**src/pcm_pkg.sv**
```systemverilog
package pcm_pkg;

    // Register select codes on the command port
    localparam logic [1:0] PCM_SEL_POWER_RAIL_ENABLE = 2'h0;
    localparam logic [1:0] PCM_SEL_CLOCK_WATCH_ENABLE = 2'h1;
    localparam logic [1:0] PCM_SEL_UNDERVOLTAGE_FLAGS = 2'h2;

    // power_rail_enable fields
    localparam int PCM_PR_EXT_TWO_BIT = 5;
    localparam int PCM_PR_EXT_ONE_BIT = 4;
    localparam int PCM_PR_STEP_UP_BIT = 3;
    localparam int PCM_PR_SECOND_SD_BIT = 1;
    localparam logic [7:0] PCM_PR_RW_MASK = 8'h3A;
    localparam logic [7:0] PCM_PR_KEEP_MASK = 8'h30;
    localparam logic [7:0] PCM_PR_RESET = 8'h0A;

    // clock_watch_enable fields
    localparam int PCM_CW_STEP_UP_BIT = 6;
    localparam int PCM_CW_SECOND_SD_BIT = 4;
    localparam int PCM_CW_FIRST_SD_BIT = 3;
    localparam int PCM_CW_SOURCE_BIT = 2;
    localparam int PCM_CW_SYNC_IN_BIT = 1;
    localparam logic [7:0] PCM_CW_RW_MASK = 8'h5E;
    localparam logic [7:0] PCM_CW_RESET = 8'h5C;

    // undervoltage_flags fields
    localparam int PCM_UV_INPUT_BIT = 6;
    localparam int PCM_UV_INT_REG_BIT = 4;
    localparam int PCM_UV_STEP_UP_BIT = 3;
    localparam int PCM_UV_SECOND_SD_BIT = 1;
    localparam int PCM_UV_FIRST_SD_BIT = 0;
    localparam logic [7:0] PCM_UV_MASK = 8'h5B;
    localparam logic [7:0] PCM_UV_RESET = 8'h00;

    // Initial value of the two external monitor enables
    localparam logic PCM_EXT_EN_RESET = 1'b0;

endpackage

```
**src/pcm_regs.sv**
```systemverilog
`timescale 1ns/1ns
// How it works
// - Control registers reset on power-on; RESET entry resets all but the external monitor enables
// - Control writes only while lock bit is clear
// - First step-down on by default, wake controlled
// - Protection may stop first step-down, then restart
// - Bits 5 and 4 enable external monitors
// - External monitor enables survive RESET entry
// - Bit 3 step-up enable, cleared on fault/safe
// - Bit 1 second step-down enable, cleared on fault/safe
// - Clock bits 6,4,3 watch converter clocks, default on
// - Clock bit 2 watches the clock source, default on
// - Clock bit 1 watches sync input, default off
// - Undervoltage flags latch until the register is read
// - Read clears flag only if condition gone
// - Bit 6 input supply undervoltage flag
// - Bits 4,3,1,0 regulator undervoltage flags
// - Undervoltage bits 7,5,2 reserved, read zero
// - Disabled external monitor raises no flags
module pcm_regs
    import pcm_pkg::*;
(
    // Clock and reset
    input wire logic clk,
    input wire logic rst_n,
    // Register command port
    input wire logic reg_wr,
    input wire logic reg_rd,
    input wire logic [1:0] reg_sel,
    input wire logic [7:0] reg_wdata,
    output logic [7:0] reg_rdata_ff,
    output logic reg_rvalid_ff,
    // Device state and lock
    input wire logic ctrl_lock,
    input wire logic enter_reset_state,
    input wire logic enter_safe_state,
    // Fault shutdowns
    input wire logic step_up_fault_off,
    input wire logic second_step_down_fault_off,
    input wire logic first_step_down_prot_off,
    input wire logic first_step_down_restart_ok,
    // Wake control
    input wire logic wake,
    input wire logic wake_latch,
    // Undervoltage conditions, synchronous
    input wire logic input_supply_low,
    input wire logic internal_regulator_low,
    input wire logic step_up_low,
    input wire logic second_step_down_low,
    input wire logic first_step_down_low,
    // External monitor raw comparators
    input wire logic ext_one_uv_raw,
    input wire logic ext_one_ov_raw,
    input wire logic ext_two_uv_raw,
    input wire logic ext_two_ov_raw,
    // Enables to the analog blocks, undervoltage flags
    output logic first_step_down_on_ff,
    output logic second_step_down_enable_ff,
    output logic step_up_enable_ff,
    output logic ext_monitor_one_enable_ff,
    output logic ext_monitor_two_enable_ff,
    output logic [7:0] clock_watch_enable_ff,
    output logic [7:0] undervoltage_flags_ff,
    // Masked external monitor events
    output logic ext_one_uv_ff,
    output logic ext_one_ov_ff,
    output logic ext_two_uv_ff,
    output logic ext_two_ov_ff
);

    logic prot_off_ff;
    logic [7:0] power_rail_enable;
    logic [7:0] nxt_power_ctrl;
    logic [7:0] nxt_clock_watch;
    logic [7:0] nxt_uv_flags;
    logic [7:0] uv_cond;
    logic [7:0] read_mux;
    logic [7:0] pr_base;
    logic [7:0] cw_base;
    logic nxt_first_on;
    logic nxt_prot_off;
    logic nxt_step_up;
    logic nxt_second_sd;

    // Decoded strobes
    wire wr_ok = reg_wr && !ctrl_lock;
    wire wr_pr = wr_ok && (reg_sel == PCM_SEL_POWER_RAIL_ENABLE);
    wire wr_cw = wr_ok && (reg_sel == PCM_SEL_CLOCK_WATCH_ENABLE);
    wire rd_uv = reg_rd && (reg_sel == PCM_SEL_UNDERVOLTAGE_FLAGS);

    // Writable bits merged over current value
    function automatic logic [7:0] merge(input logic [7:0] cur,
                                         input logic [7:0] wd,
                                         input logic [7:0] msk);
        merge = (cur & ~msk) | (wd & msk);
    endfunction

    // Power register image, reserved bits zero
    assign power_rail_enable = {2'h0,
                                ext_monitor_two_enable_ff,
                                ext_monitor_one_enable_ff,
                                step_up_enable_ff,
                                1'b0,
                                second_step_down_enable_ff,
                                1'b0};

    // RESET entry reinitialises all but external enables
    assign pr_base = enter_reset_state ?
        ((PCM_PR_RESET & ~PCM_PR_KEEP_MASK) |
         (power_rail_enable & PCM_PR_KEEP_MASK)) :
        (wr_pr ? merge(power_rail_enable, reg_wdata, PCM_PR_RW_MASK)
               : power_rail_enable);

    // Faults and SAFE entry clear over writes
    assign nxt_step_up = pr_base[PCM_PR_STEP_UP_BIT] &&
                         !step_up_fault_off &&
                         !enter_safe_state;
    assign nxt_second_sd = pr_base[PCM_PR_SECOND_SD_BIT] &&
                           !second_step_down_fault_off &&
                           !enter_safe_state;
    assign nxt_power_ctrl = {2'h0,
                             pr_base[PCM_PR_EXT_TWO_BIT],
                             pr_base[PCM_PR_EXT_ONE_BIT],
                             nxt_step_up,
                             1'b0,
                             nxt_second_sd,
                             1'b0};

    assign cw_base = wr_cw ?
        merge(clock_watch_enable_ff, reg_wdata, PCM_CW_RW_MASK) :
        clock_watch_enable_ff;
    assign nxt_clock_watch = enter_reset_state ? PCM_CW_RESET
                                               : cw_base;

    // First step-down: wake driven, protection may hold it off
    assign nxt_prot_off = first_step_down_prot_off ? 1'b1 :
        (first_step_down_restart_ok ? 1'b0 : prot_off_ff);
    assign nxt_first_on = (wake || wake_latch) && !nxt_prot_off;

    // Undervoltage condition vector
    assign uv_cond = {1'b0,
                      input_supply_low,
                      1'b0,
                      internal_regulator_low,
                      step_up_low,
                      1'b0,
                      second_step_down_low,
                      first_step_down_low} & PCM_UV_MASK;

    // Set wins; read clears only absent conditions
    assign nxt_uv_flags = uv_cond |
        (undervoltage_flags_ff & ~({8{rd_uv}}));

    assign read_mux = (reg_sel == PCM_SEL_POWER_RAIL_ENABLE) ?
                      power_rail_enable :
                      (reg_sel == PCM_SEL_CLOCK_WATCH_ENABLE) ?
                      clock_watch_enable_ff :
                      (reg_sel == PCM_SEL_UNDERVOLTAGE_FLAGS) ?
                      undervoltage_flags_ff : 8'h00;

    always_ff @(posedge clk or negedge rst_n) begin
        if (!rst_n) begin
            ext_monitor_two_enable_ff <= PCM_EXT_EN_RESET;
            ext_monitor_one_enable_ff <= PCM_EXT_EN_RESET;
            step_up_enable_ff <= PCM_PR_RESET[PCM_PR_STEP_UP_BIT];
            second_step_down_enable_ff <= PCM_PR_RESET[PCM_PR_SECOND_SD_BIT];
            clock_watch_enable_ff <= PCM_CW_RESET;
        end else begin
            ext_monitor_two_enable_ff <= nxt_power_ctrl[PCM_PR_EXT_TWO_BIT];
            ext_monitor_one_enable_ff <= nxt_power_ctrl[PCM_PR_EXT_ONE_BIT];
            step_up_enable_ff <= nxt_power_ctrl[PCM_PR_STEP_UP_BIT];
            second_step_down_enable_ff <=
                nxt_power_ctrl[PCM_PR_SECOND_SD_BIT];
            clock_watch_enable_ff <= nxt_clock_watch;
        end
    end

    always_ff @(posedge clk or negedge rst_n) begin
        if (!rst_n) begin
            undervoltage_flags_ff <= PCM_UV_RESET;
        end else begin
            undervoltage_flags_ff <= nxt_uv_flags;
        end
    end

    always_ff @(posedge clk or negedge rst_n) begin
        if (!rst_n) begin
            prot_off_ff <= 1'b0;
            first_step_down_on_ff <= 1'b0;
        end else begin
            prot_off_ff <= nxt_prot_off;
            first_step_down_on_ff <= nxt_first_on;
        end
    end

    always_ff @(posedge clk or negedge rst_n) begin
        if (!rst_n) begin
            reg_rdata_ff <= 8'h00;
            reg_rvalid_ff <= 1'b0;
        end else begin
            reg_rdata_ff <= reg_rd ? read_mux : reg_rdata_ff;
            reg_rvalid_ff <= reg_rd;
        end
    end

    // External monitor events masked by their enables
    always_ff @(posedge clk or negedge rst_n) begin
        if (!rst_n) begin
            ext_one_uv_ff <= 1'b0;
            ext_one_ov_ff <= 1'b0;
            ext_two_uv_ff <= 1'b0;
            ext_two_ov_ff <= 1'b0;
        end else begin
            ext_one_uv_ff <= ext_one_uv_raw && ext_monitor_one_enable_ff;
            ext_one_ov_ff <= ext_one_ov_raw && ext_monitor_one_enable_ff;
            ext_two_uv_ff <= ext_two_uv_raw && ext_monitor_two_enable_ff;
            ext_two_ov_ff <= ext_two_ov_raw && ext_monitor_two_enable_ff;
        end
    end

    a_locked_write_ignored: assert property (
        @(posedge clk) disable iff (!rst_n)
        (reg_wr && ctrl_lock && !enter_reset_state && !enter_safe_state &&
         !step_up_fault_off && !second_step_down_fault_off)
        |=> $stable(power_rail_enable) && $stable(clock_watch_enable_ff))
        else $error("locked write changed a control register");

    a_write_takes_effect: assert property (
        @(posedge clk) disable iff (!rst_n)
        (wr_cw && !enter_reset_state)
        |=> clock_watch_enable_ff == ($past(reg_wdata) & PCM_CW_RW_MASK))
        else $error("unlocked clock watch write not applied");

    a_reset_entry_init: assert property (
        @(posedge clk) disable iff (!rst_n)
        enter_reset_state |=> clock_watch_enable_ff == PCM_CW_RESET &&
        step_up_enable_ff == !($past(step_up_fault_off) ||
                               $past(enter_safe_state)))
        else $error("RESET entry did not reinitialise controls");

    a_ext_enable_keep: assert property (
        @(posedge clk) disable iff (!rst_n)
        enter_reset_state |=> $stable(ext_monitor_one_enable_ff) &&
                              $stable(ext_monitor_two_enable_ff))
        else $error("external monitor enable changed on RESET entry");

    a_safe_clears_rails: assert property (
        @(posedge clk) disable iff (!rst_n)
        enter_safe_state |=> !step_up_enable_ff &&
                             !second_step_down_enable_ff)
        else $error("SAFE entry left a rail enabled");

    a_fault_clears_sd2: assert property (
        @(posedge clk) disable iff (!rst_n)
        second_step_down_fault_off |=> !second_step_down_enable_ff)
        else $error("second step-down fault did not clear enable");

    a_reserved_zero: assert property (
        @(posedge clk) disable iff (!rst_n)
        power_rail_enable[7:6] == 2'h0 &&
        (undervoltage_flags_ff & ~PCM_UV_MASK) == 8'h00 &&
        (clock_watch_enable_ff & ~PCM_CW_RW_MASK) == 8'h00)
        else $error("reserved bit reads nonzero");

    a_flag_held_til_read: assert property (
        @(posedge clk) disable iff (!rst_n)
        (undervoltage_flags_ff[PCM_UV_INPUT_BIT] && !rd_uv)
        |=> undervoltage_flags_ff[PCM_UV_INPUT_BIT])
        else $error("undervoltage flag dropped without read");

    a_read_clears_gone: assert property (
        @(posedge clk) disable iff (!rst_n)
        (rd_uv && !first_step_down_low)
        |=> !undervoltage_flags_ff[PCM_UV_FIRST_SD_BIT])
        else $error("read did not clear absent condition");

    a_set_beats_clear: assert property (
        @(posedge clk) disable iff (!rst_n)
        (rd_uv && step_up_low)
        |=> undervoltage_flags_ff[PCM_UV_STEP_UP_BIT])
        else $error("set lost against clearing read");

    a_ext_mask: assert property (
        @(posedge clk) disable iff (!rst_n)
        !ext_monitor_one_enable_ff |=> !ext_one_uv_ff && !ext_one_ov_ff)
        else $error("disabled external monitor raised event");

    a_first_sd_prot: assert property (
        @(posedge clk) disable iff (!rst_n)
        first_step_down_prot_off |=> !first_step_down_on_ff)
        else $error("first step-down stayed on under protection");

    a_first_sd_restart: assert property (
        @(posedge clk) disable iff (!rst_n)
        (first_step_down_restart_ok && !first_step_down_prot_off &&
         wake) |=> first_step_down_on_ff)
        else $error("first step-down did not restart with wake");

    a_read_answer: assert property (
        @(posedge clk) disable iff (!rst_n)
        (reg_rd && reg_sel == PCM_SEL_CLOCK_WATCH_ENABLE)
        |=> reg_rvalid_ff && reg_rdata_ff == $past(clock_watch_enable_ff))
        else $error("clock watch read returned wrong data");

    a_rvalid_one_cycle: assert property (
        @(posedge clk) disable iff (!rst_n)
        !reg_rd |=> !reg_rvalid_ff)
        else $error("read answer without a read");

    a_fault_clears_su: assert property (
        @(posedge clk) disable iff (!rst_n)
        step_up_fault_off |=> !step_up_enable_ff)
        else $error("step-up fault did not clear enable");

    a_ext_enable_write: assert property (
        @(posedge clk) disable iff (!rst_n)
        (wr_pr && !enter_reset_state) |=>
        ext_monitor_two_enable_ff == $past(reg_wdata[PCM_PR_EXT_TWO_BIT]) &&
        ext_monitor_one_enable_ff == $past(reg_wdata[PCM_PR_EXT_ONE_BIT]))
        else $error("external monitor enable write not applied");

    a_reset_entry_sd2: assert property (
        @(posedge clk) disable iff (!rst_n)
        (enter_reset_state && !second_step_down_fault_off &&
         !enter_safe_state) |=> second_step_down_enable_ff)
        else $error("RESET entry did not restore second step-down");

    a_input_low_set: assert property (
        @(posedge clk) disable iff (!rst_n)
        input_supply_low |=> undervoltage_flags_ff[PCM_UV_INPUT_BIT])
        else $error("input supply undervoltage not latched");

    a_sd2_low_set: assert property (
        @(posedge clk) disable iff (!rst_n)
        second_step_down_low |=> undervoltage_flags_ff[PCM_UV_SECOND_SD_BIT])
        else $error("second step-down undervoltage not latched");

    a_flags_held_all: assert property (
        @(posedge clk) disable iff (!rst_n)
        !rd_uv |=> (undervoltage_flags_ff & $past(undervoltage_flags_ff)) ==
                   $past(undervoltage_flags_ff))
        else $error("a latched flag dropped without a read");

    a_first_sd_off: assert property (
        @(posedge clk) disable iff (!rst_n)
        (!wake && !wake_latch) |=> !first_step_down_on_ff)
        else $error("first step-down on without wake");

    a_ext_two_mask: assert property (
        @(posedge clk) disable iff (!rst_n)
        !ext_monitor_two_enable_ff |=> !ext_two_uv_ff && !ext_two_ov_ff)
        else $error("disabled second external monitor raised event");

endmodule

```
**config.mk**
```make
export PLATFORM = sky130hd
export DESIGN_NAME = pcm_regs
export DESIGN_NICKNAME = d
export VERILOG_FILES = /design/src/pcm_pkg.sv /design/src/pcm_regs.sv
export SDC_FILE = /design/constraint.sdc
export NUM_CORES = 1
export LEC_CHECK = 0
export BUFFER_PORTS_ARGS = -buffer_cell sky130_fd_sc_hd__buf_2
export CAP_MARGIN = 20
export CORE_MARGIN = 5
export CORE_UTILIZATION = 48
export CTS_BUF_LIST = sky130_fd_sc_hd__clkbuf_8 sky130_fd_sc_hd__clkbuf_16
export DETAILED_ROUTE_END_ITERATION = 10
export GPL_TIMING_DRIVEN = 0
export PLACE_DENSITY = 0.9
export SETUP_SLACK_MARGIN = 0.05
export SYNTH_ARGS = -nofsm -noshare
export SYNTH_HDL_FRONTEND = slang
export SYNTH_SLANG_ARGS = --single-unit
```
**constraint.sdc**
```tcl
create_clock -name clk -period 3 [get_ports clk]
set_input_delay 0.15 -clock clk [delete_from_list [all_inputs] [get_ports clk]]
set_output_delay 0.15 -clock clk [all_outputs]
set_load 0.01 [all_outputs]
```
Word level (Yosys, flattened, before mapping)
Index checks and enable logic that the tools add are counted.
{ "word_totals": {"regBits": 35, "out_inout_bits": 34} }
{ "op_classes": {"n_eq_ne": 2, "bitwise": 5, "mux": 9, "reduce_logical": 22} }
{ "op_table": {"columns": ["operator", "count"], "rows": [
  ["$mux 8", 5],
  ["$logic_and 1x1->1", 13],
  ["$and 8x8->8", 1],
  ["$mux 4", 2],
  ["$not 8->8", 1],
  ["$or 7x8->8", 1],
  ["$or 8x7->8", 1],
  ["$logic_not 1->1", 5],
  ["$eq 2x1->1 const B", 1],
  ["$eq 2x2->1 const B", 1],
  ["$logic_not 2->1", 1],
  ["$mux 1", 2],
  ["$reduce_and 2->1", 1],
  ["$reduce_bool 2->1", 1],
  ["$logic_or 1x1->1", 1],
  ["$not 1->1", 1]
]} }

Logic depth before layout (Yosys ltp)
Gate-level depths: netlist of run 1.
{ "depth": {"ltp_word": 7, "mapped_depth": 5} }

Worst setup path after synthesis of run 1
Ideal clock, no wire load.
{ "synth_path": {"path_kind": "input port to flip-flop", "startpoint": "in reg_sel[0]", "endpoint": "reg ext_monitor_one_enable_ff", "setup_ns": 0.127, "t_required_ns": 2.873, "arrival_ns": 1.244, "setup_slack_ns": 1.628, "stages": 4, "cell_sequence": "buf_4 > or4b_4 > nor2_4 > mux2_1"} }
{ "synth_via": {"elab_chain_cells": 3} }
{ "synth_rtl": {"columns": ["element", "line_no", "source"], "rows": [
  ["start, declared", "pcm_regs.sv:29", "input wire logic [1:0] reg_sel,"],
  ["$logic_not 2->1", "pcm_regs.sv:87", "wire wr_pr = wr_ok && (reg_sel == PCM_SEL_POWER_RAIL_ENABLE);"],
  ["$logic_and 1x1->1", "pcm_regs.sv:87", null],
  ["$reduce_and 2->1 (no source line)", null, null],
  ["end signal, assigned", "pcm_regs.sv:170", "ext_monitor_one_enable_ff <= nxt_power_ctrl[PCM_PR_EXT_ONE_BIT];"],
  ["end, declared", "pcm_regs.sv:60", "output logic ext_monitor_one_enable_ff,"]
]} }
Every way passes these cells.
A chain may end at the register's enable or synchronous reset.

==> flow_metrics.tcl, run 1 <==
set metrics [dict create \
    status "complete, no violations" \
    yosysWarningCount 0 \
    netlist_instances 114 \
    synth_top_cell_by_area "dfrtp_1" \
    synth_seq_cells 32 \
    synth_top_area_share_pct 48.6 \
    synth.avg_cell_area_um2 11.7 \
    startpoint_type "input port" \
    synthesis.area_um2 1340 \
    cts_setup_buffers 0 \
    cts_buffers 5 \
    grt_pass1_vias 1105 \
    wl_mm 3.05 \
    ys_top_cells_by_area "dfrtp_1 (49%), dfstp_2 (12%), mux2i_1 (3.7%)" \
    drc 0 \
    die-area_um2 3950 \
    io_pins 66 \
    utilization_pct 66.4 \
    cp.arrival_ns 1.52 \
    drv_slew 0 \
    maxCapViolCount 0 \
    crit_path_end_kind "register" \
    grt_setup_unrepaired "no" \
    vias_per_cell 4.91 \
    min_period_over_period_pct 44.0 \
    grt_start_max_net_pins 33 \
    clk_latency_ns 0.27 \
    period_needed_ns 1.32 \
    avgRoutedWirePerCell_um 14.1 \
    finClkSkew_ns 0.00300 \
    final_cell_mix "buf_2 (60), dfrtp_1 (26), nor2_1 (9)" \
    ctsRootBufferMaster "clkbuf_8" \
    syn2layout_area_growth_pct 34.5 \
    fmax_mhz 757 \
    worst_ep_required_time_ns 3.20 \
    finalHoldViolCount 0 \
    drtIter0Drc 39 \
    dp_hpwl_mm 2.36 \
    grt_pass1_wl_mm 4.97 \
    diodes 0 \
    start_util_pct 49.4 \
    ctsHoldBuffers 4 \
    gp_congestion 0.757 \
    gr-total-overflow 0 \
    layout_commonest_cell "buf_2" \
    worstSetupPathType "in -> reg" \
    num_vias 1060 \
    antenna_found_initial 0 \
    post_route_cells_drive_above_1_share_pct 44.9 \
    worst_slack_ns 1.68 \
    io_buffers 57 \
    coreArea_um2 2710 \
    cts_resized 0 \
    hold_path.class "in -> reg" \
    die_h_um 62.8 \
    dp_cells 204 \
    cts_tree "done" \
    power_leakage_uw 0.000899 \
    ctsHtreeMaxLevel 2 \
    tightestPinTransition_ns 0.677 \
    clk_pin_slew_ns 0.06 \
    grtUsageTotal_pct 16.2 \
    synth.distinct_cells 30 \
    cts_buffer_depth 2 \
    slew_headroom_pct 54.8 \
    peakVddDrop_v 0.000480 \
    power_density_nw_per_um2 531 \
    setup_tns_ns 0 \
    cp_max_fo 10 \
    instances_no_fill 216 \
    die_w_um 62.8 \
    synth_ff_type "dfrtp_1" \
    synth_edf_count 0 \
    setup_viol 0 \
    cts.sinks 32 \
    drtPass1Iterations 4 \
    ys_seq_area_share_pct 60.4 \
    place_ws_ns 1.56 \
    nets 216 \
    rows 19 \
    antenna_left 0 \
    synthArstFlopShare_pct 100 \
]
[metal layers]
layer | vias to the layer above | part of all wire, % | track usage [%]
li1 | 518 | - | -
met1 | 503 | 37 | 16.1
met2 | 37 | 53 | 28.6
met3 | 2 | 8.6 | 7.91
met4 | 0 | 0.79 | 6.37
met5 | - | 0 | 0
[power breakdown]
part	internal [uW]	leakage, uW	switching [uW]
sequential	467	0.000377	19.0
clock	180	0.0000538	144
combinational	70.9	0.000468	74.5
[metrics by stage]
step / power (uW) / hold WS [ns] / cell area [um2]
4_1_cts: 966 / 0.000494 / 1800
2_1_floorplan: 565 / -0.146 / 1350
3_5_place_dp: 638 / 0.232 / 1670
3_3_place_gp: 631 / 0.206 / 1670
6_report: 955 / 0.0134 / 1800
5_1_grt: 1010 / 0.00793 / 1800
[critical path: stages]
cell           delay [ns]
dlygate4sd3_1        0.52
buf_2                0.10
buf_2                0.16
clkbuf_1             0.34
nand3_1              0.15
o21ai_0              0.10
[worst paths after layout]
check | from | end | slack [ns] | cells past startpoint
min | enter_safe_state | second_step_down_enable_ff | 0.01 | 2
min reg2reg | prot_off_ff | prot_off_ff | 0.48 | 1
min in group asynchronous | rst_n | reg_rdata_ff[0] | 0.45 | 2
max in group asynchronous | rst_n | ext_monitor_one_enable_ff | 2.12 | 2
max reg2reg | second_step_down_enable_ff | reg_rdata_ff[1] | 1.87 | 3
max | reg_rd | reg_rdata_ff[0] | 1.68 | 6
[registers in the layout, indices dropped and copies added, names as in the netlist]
register / count
step_up_enable_ff: 1
ext_two_ov_ff: 1
prot_off_ff: 1
ext_one_uv_ff: 1
reg_rdata_ff: 8
ext_monitor_one_enable_ff: 1
second_step_down_enable_ff: 1
ext_one_ov_ff: 1
first_step_down_on_ff: 1
reg_rvalid_ff: 1
undervoltage_flags_ff: 8
clock_watch_enable_ff: 5
ext_two_uv_ff: 1
ext_monitor_two_enable_ff: 1
[cell families after synthesis]
group,after synthesis,synth area share [%]
and+or+nand+nor,39,16.7
DFF,32,60.4
AOI/OAI and AO/OA,20,10.5
buffers and inverters,14,5.89
muxes,8,6.26
other,1,0.280
[layout make-up]
| type | count | area (um2) |
|---|---|---|
| flip-flops and latches | 32 | 808 |
| inverters | 4 | 15.0 |
| repair buffers | 61 | 325 |
| fillers | 234 | 910 |
| multi-input cells | 70 | 459 |
| clock inverters | 2 | 7.51 |
| well taps | 31 | 38.8 |
| clock buffers | 6 | 82.6 |
| plain buffers | 10 | 63.8 |
[cells in the mapped netlist, types with 2 or more instances]
| master | n |
|---|---|
| nand2_1 | 4 |
| nor4_1 | 2 |
| a22oi_1 | 2 |
| buf_4 | 4 |
| a31oi_1 | 3 |
| dfstp_2 | 6 |
| nor3_1 | 4 |
| mux2_1 | 2 |
| nor2_1 | 9 |
| a21o_1 | 6 |
| nor2b_1 | 6 |
| a21oi_1 | 3 |
| and2_1 | 6 |
| inv_1 | 4 |
| buf_2 | 3 |
| a211o_1 | 4 |
| dfrtp_1 | 26 |
| mux2i_1 | 5 |
| clkbuf_1 | 2 |
| or2_2 | 3 |
(Power assumes the default switching activity.)
==> run 2, diff against run 1 <==
CORE_UTILIZATION = 40   (was 48)
PLACE_DENSITY = 0.81   (was 0.9)
clock period = 1.15 ns   (was 3 ns; I/O delays follow)
==> run 2 against run 1 <==
- first-iteration DRC count up 54%
- power rose to 2.9 times the previous value
- register-to-register slack worse by 1.8 ns
- global-route usage down 1.5 points
- critical path type is now reg -> reg
- critical endpoint is now reg_rdata_ff[4]
- clock skew up 0.0045 ns
- largest power group unchanged
==> flow_metrics.tcl, run 2 (synthesis results as in run 1) <==
set metrics [dict create \
    antenna_left 0 \
    rrSetupSlack_ns 0.08 \
    nets 232 \
    ctsHtreeMaxLevel 2 \
    crit_start "clock_watch_enable_ff[4]" \
    period_needed_ns 1.07 \
    finClkSkew_ns 0.00747 \
    setup_tns_ns 0 \
    io_pins 66 \
    status "complete, no violations" \
    crit_end "reg_rdata_ff[4]" \
    p_total_uw 2750 \
    power_leakage_uw 0.000970 \
    worst_ep_required_time_ns 1.36 \
    gp_congestion 0.704 \
    vias_per_cell 4.59 \
    ctsRootBufferMaster "clkbuf_8" \
    gr-total-overflow 0 \
    drv_slew 0 \
    antenna_found_initial 0 \
    die-area_um2 4600 \
    die_h_um 67.9 \
    hold_path.class "in -> reg" \
    drtPass1Iterations 4 \
    cp_max_fo 3 \
    cts_tree "done" \
    dpl_cell_area_um2 1690 \
    finalHoldViolCount 0 \
    slew_headroom_pct 54.2 \
    tightestPinTransition_ns 0.687 \
    cp.arrival_ns 1.27 \
    grt_pass1_vias 1134 \
    critPathSlowestCell "dfstp_2" \
    setup_viol 0 \
    grt_pass1_wl_mm 5.00 \
    cts_buffers 5 \
    worstRegToRegCells 3 \
    startpoint_type "register" \
    crit_path_end_kind "register" \
    timing.rr.start "clock_watch_enable_ff[4]" \
    final_area_um2 2010 \
    num_vias 1134 \
    power_density_nw_per_um2 1370 \
    io_buffers 57 \
    drc 0 \
    clk_latency_ns 0.28 \
    coreArea_um2 3280 \
    start_util_pct 40.8 \
    worstSetupPathType "reg -> reg" \
    post_route_cells_drive_above_1_share_pct 42.8 \
    grt_setup_unrepaired "yes" \
    final_cell_mix "buf_2 (60), dfrtp_1 (26), dlygate4sd3_1 (19)" \
    rows 21 \
    path_cells "mux2i_1 > or2_4 > a31oi_1" \
    cpPeakStageDelay_ns 0.54 \
    maxCapViolCount 0 \
    r2r_end "reg_rdata_ff[4]" \
    die_w_um 67.9 \
    clk_pin_slew_ns 0.07 \
    dp_hpwl_mm 2.27 \
    cts_buffer_depth 2 \
    grtUsageTotal_pct 14.7 \
    drtIter0Drc 60 \
    avgRoutedWirePerCell_um 13.0 \
    min_period_over_period_pct 92.7 \
    fmax_mhz 938 \
    wl_mm 3.21 \
    peakVddDrop_v 0.000684 \
    top_regs "reg_rdata_ff x8, undervoltage_flags_ff x8, clock_watch_enable_ff x5" \
    layout_commonest_cell "buf_2" \
    cts.sinks 32 \
    syn2layout_area_growth_pct 49.8 \
    diodes 0 \
    grt_start_max_net_pins 33 \
]
## run 2: layout make-up
cell class                      instances  area [um2]
Clock buffer                            5        68.8
Fill cell                             281        1280
Sequential cell                        32         808
Clock inverter                          3        42.5
Inverter                                4        15.0
Timing Repair Buffer                   77         483
Tap cell                               46        57.6
Buffer                                 10        63.8
Multi-Input combinational cell         70         467
## run 2: worst min-delay path by stage
stage | startpoint | to | slack, ns | cells past startpoint
6_report | reg_wdata[3] | clock_watch_enable_ff[3] | 0.007 | 2
5_1_grt | reg_wdata[4] | clock_watch_enable_ff[4] | 0.02 | 2
4_1_cts | reg_wdata[3] | clock_watch_enable_ff[3] | 0.004 | 2
3_5_place_dp | rst_n | ext_two_ov_ff | 0.14 | 1
3_3_place_gp | rst_n | ext_two_uv_ff | 0.14 | 1
2_1_floorplan | rst_n | clock_watch_enable_ff[1] | -0.24 | 0
## run 2: repair_timing
| item | 4_1_cts | 5_1_grt |
|---|---|---|
| hold endpoints to repair | 42 | 0 |
| gates cloned | 0 | 0 |
| buffers inserted | 0 | 1 |
| setup endpoints to repair | 3 | 1 |
| hold buffers | 19 | 0 |
| resized for setup | 3 | 0 |
| pin swaps | 3 | 1 |
## run 2: per-layer routing
metal | vias to the layer above | track usage [%] | part of all wire [%]
met5 | - | 0 | 0
li1 | 554 | - | -
met1 | 534 | 15.9 | 40
met4 | 0 | 5.96 | 1.1
met3 | 5 | 4.11 | 9.3
met2 | 41 | 26.9 | 50
## run 2: per-stage QoR
step | utilization, % | std cells | hold slack, ns | worst slack (ns)
floorplan | - | 116 | -0.238 | -0.110
global placement | 51.4 | 219 | 0.138 | -0.155
detailed placement | 51.4 | 219 | 0.138 | -0.161
CTS | 60.8 | 246 | 0.00386 | 0.0709
global route | 61.1 | 247 | 0.0197 | 0.0132
finish | 61.1 | 247 | 0.00691 | 0.0836
## run 2: power breakdown
group          leakage [uW]  switching (uW)  internal, uW
sequential         0.000377            49.5          1220
clock             0.0000541             418           641
combinational      0.000539             203           224
total              0.000970             671          2080
## run 2: critical path, delay by kind of cell (launching register included)
| family | cells | cell delay, ns |
|---|---|---|
| DFF | 1 | 0.54 |
| and+or+nand+nor | 1 | 0.22 |
| AOI/OAI and AO/OA | 1 | 0.16 |
| muxes | 1 | 0.07 |
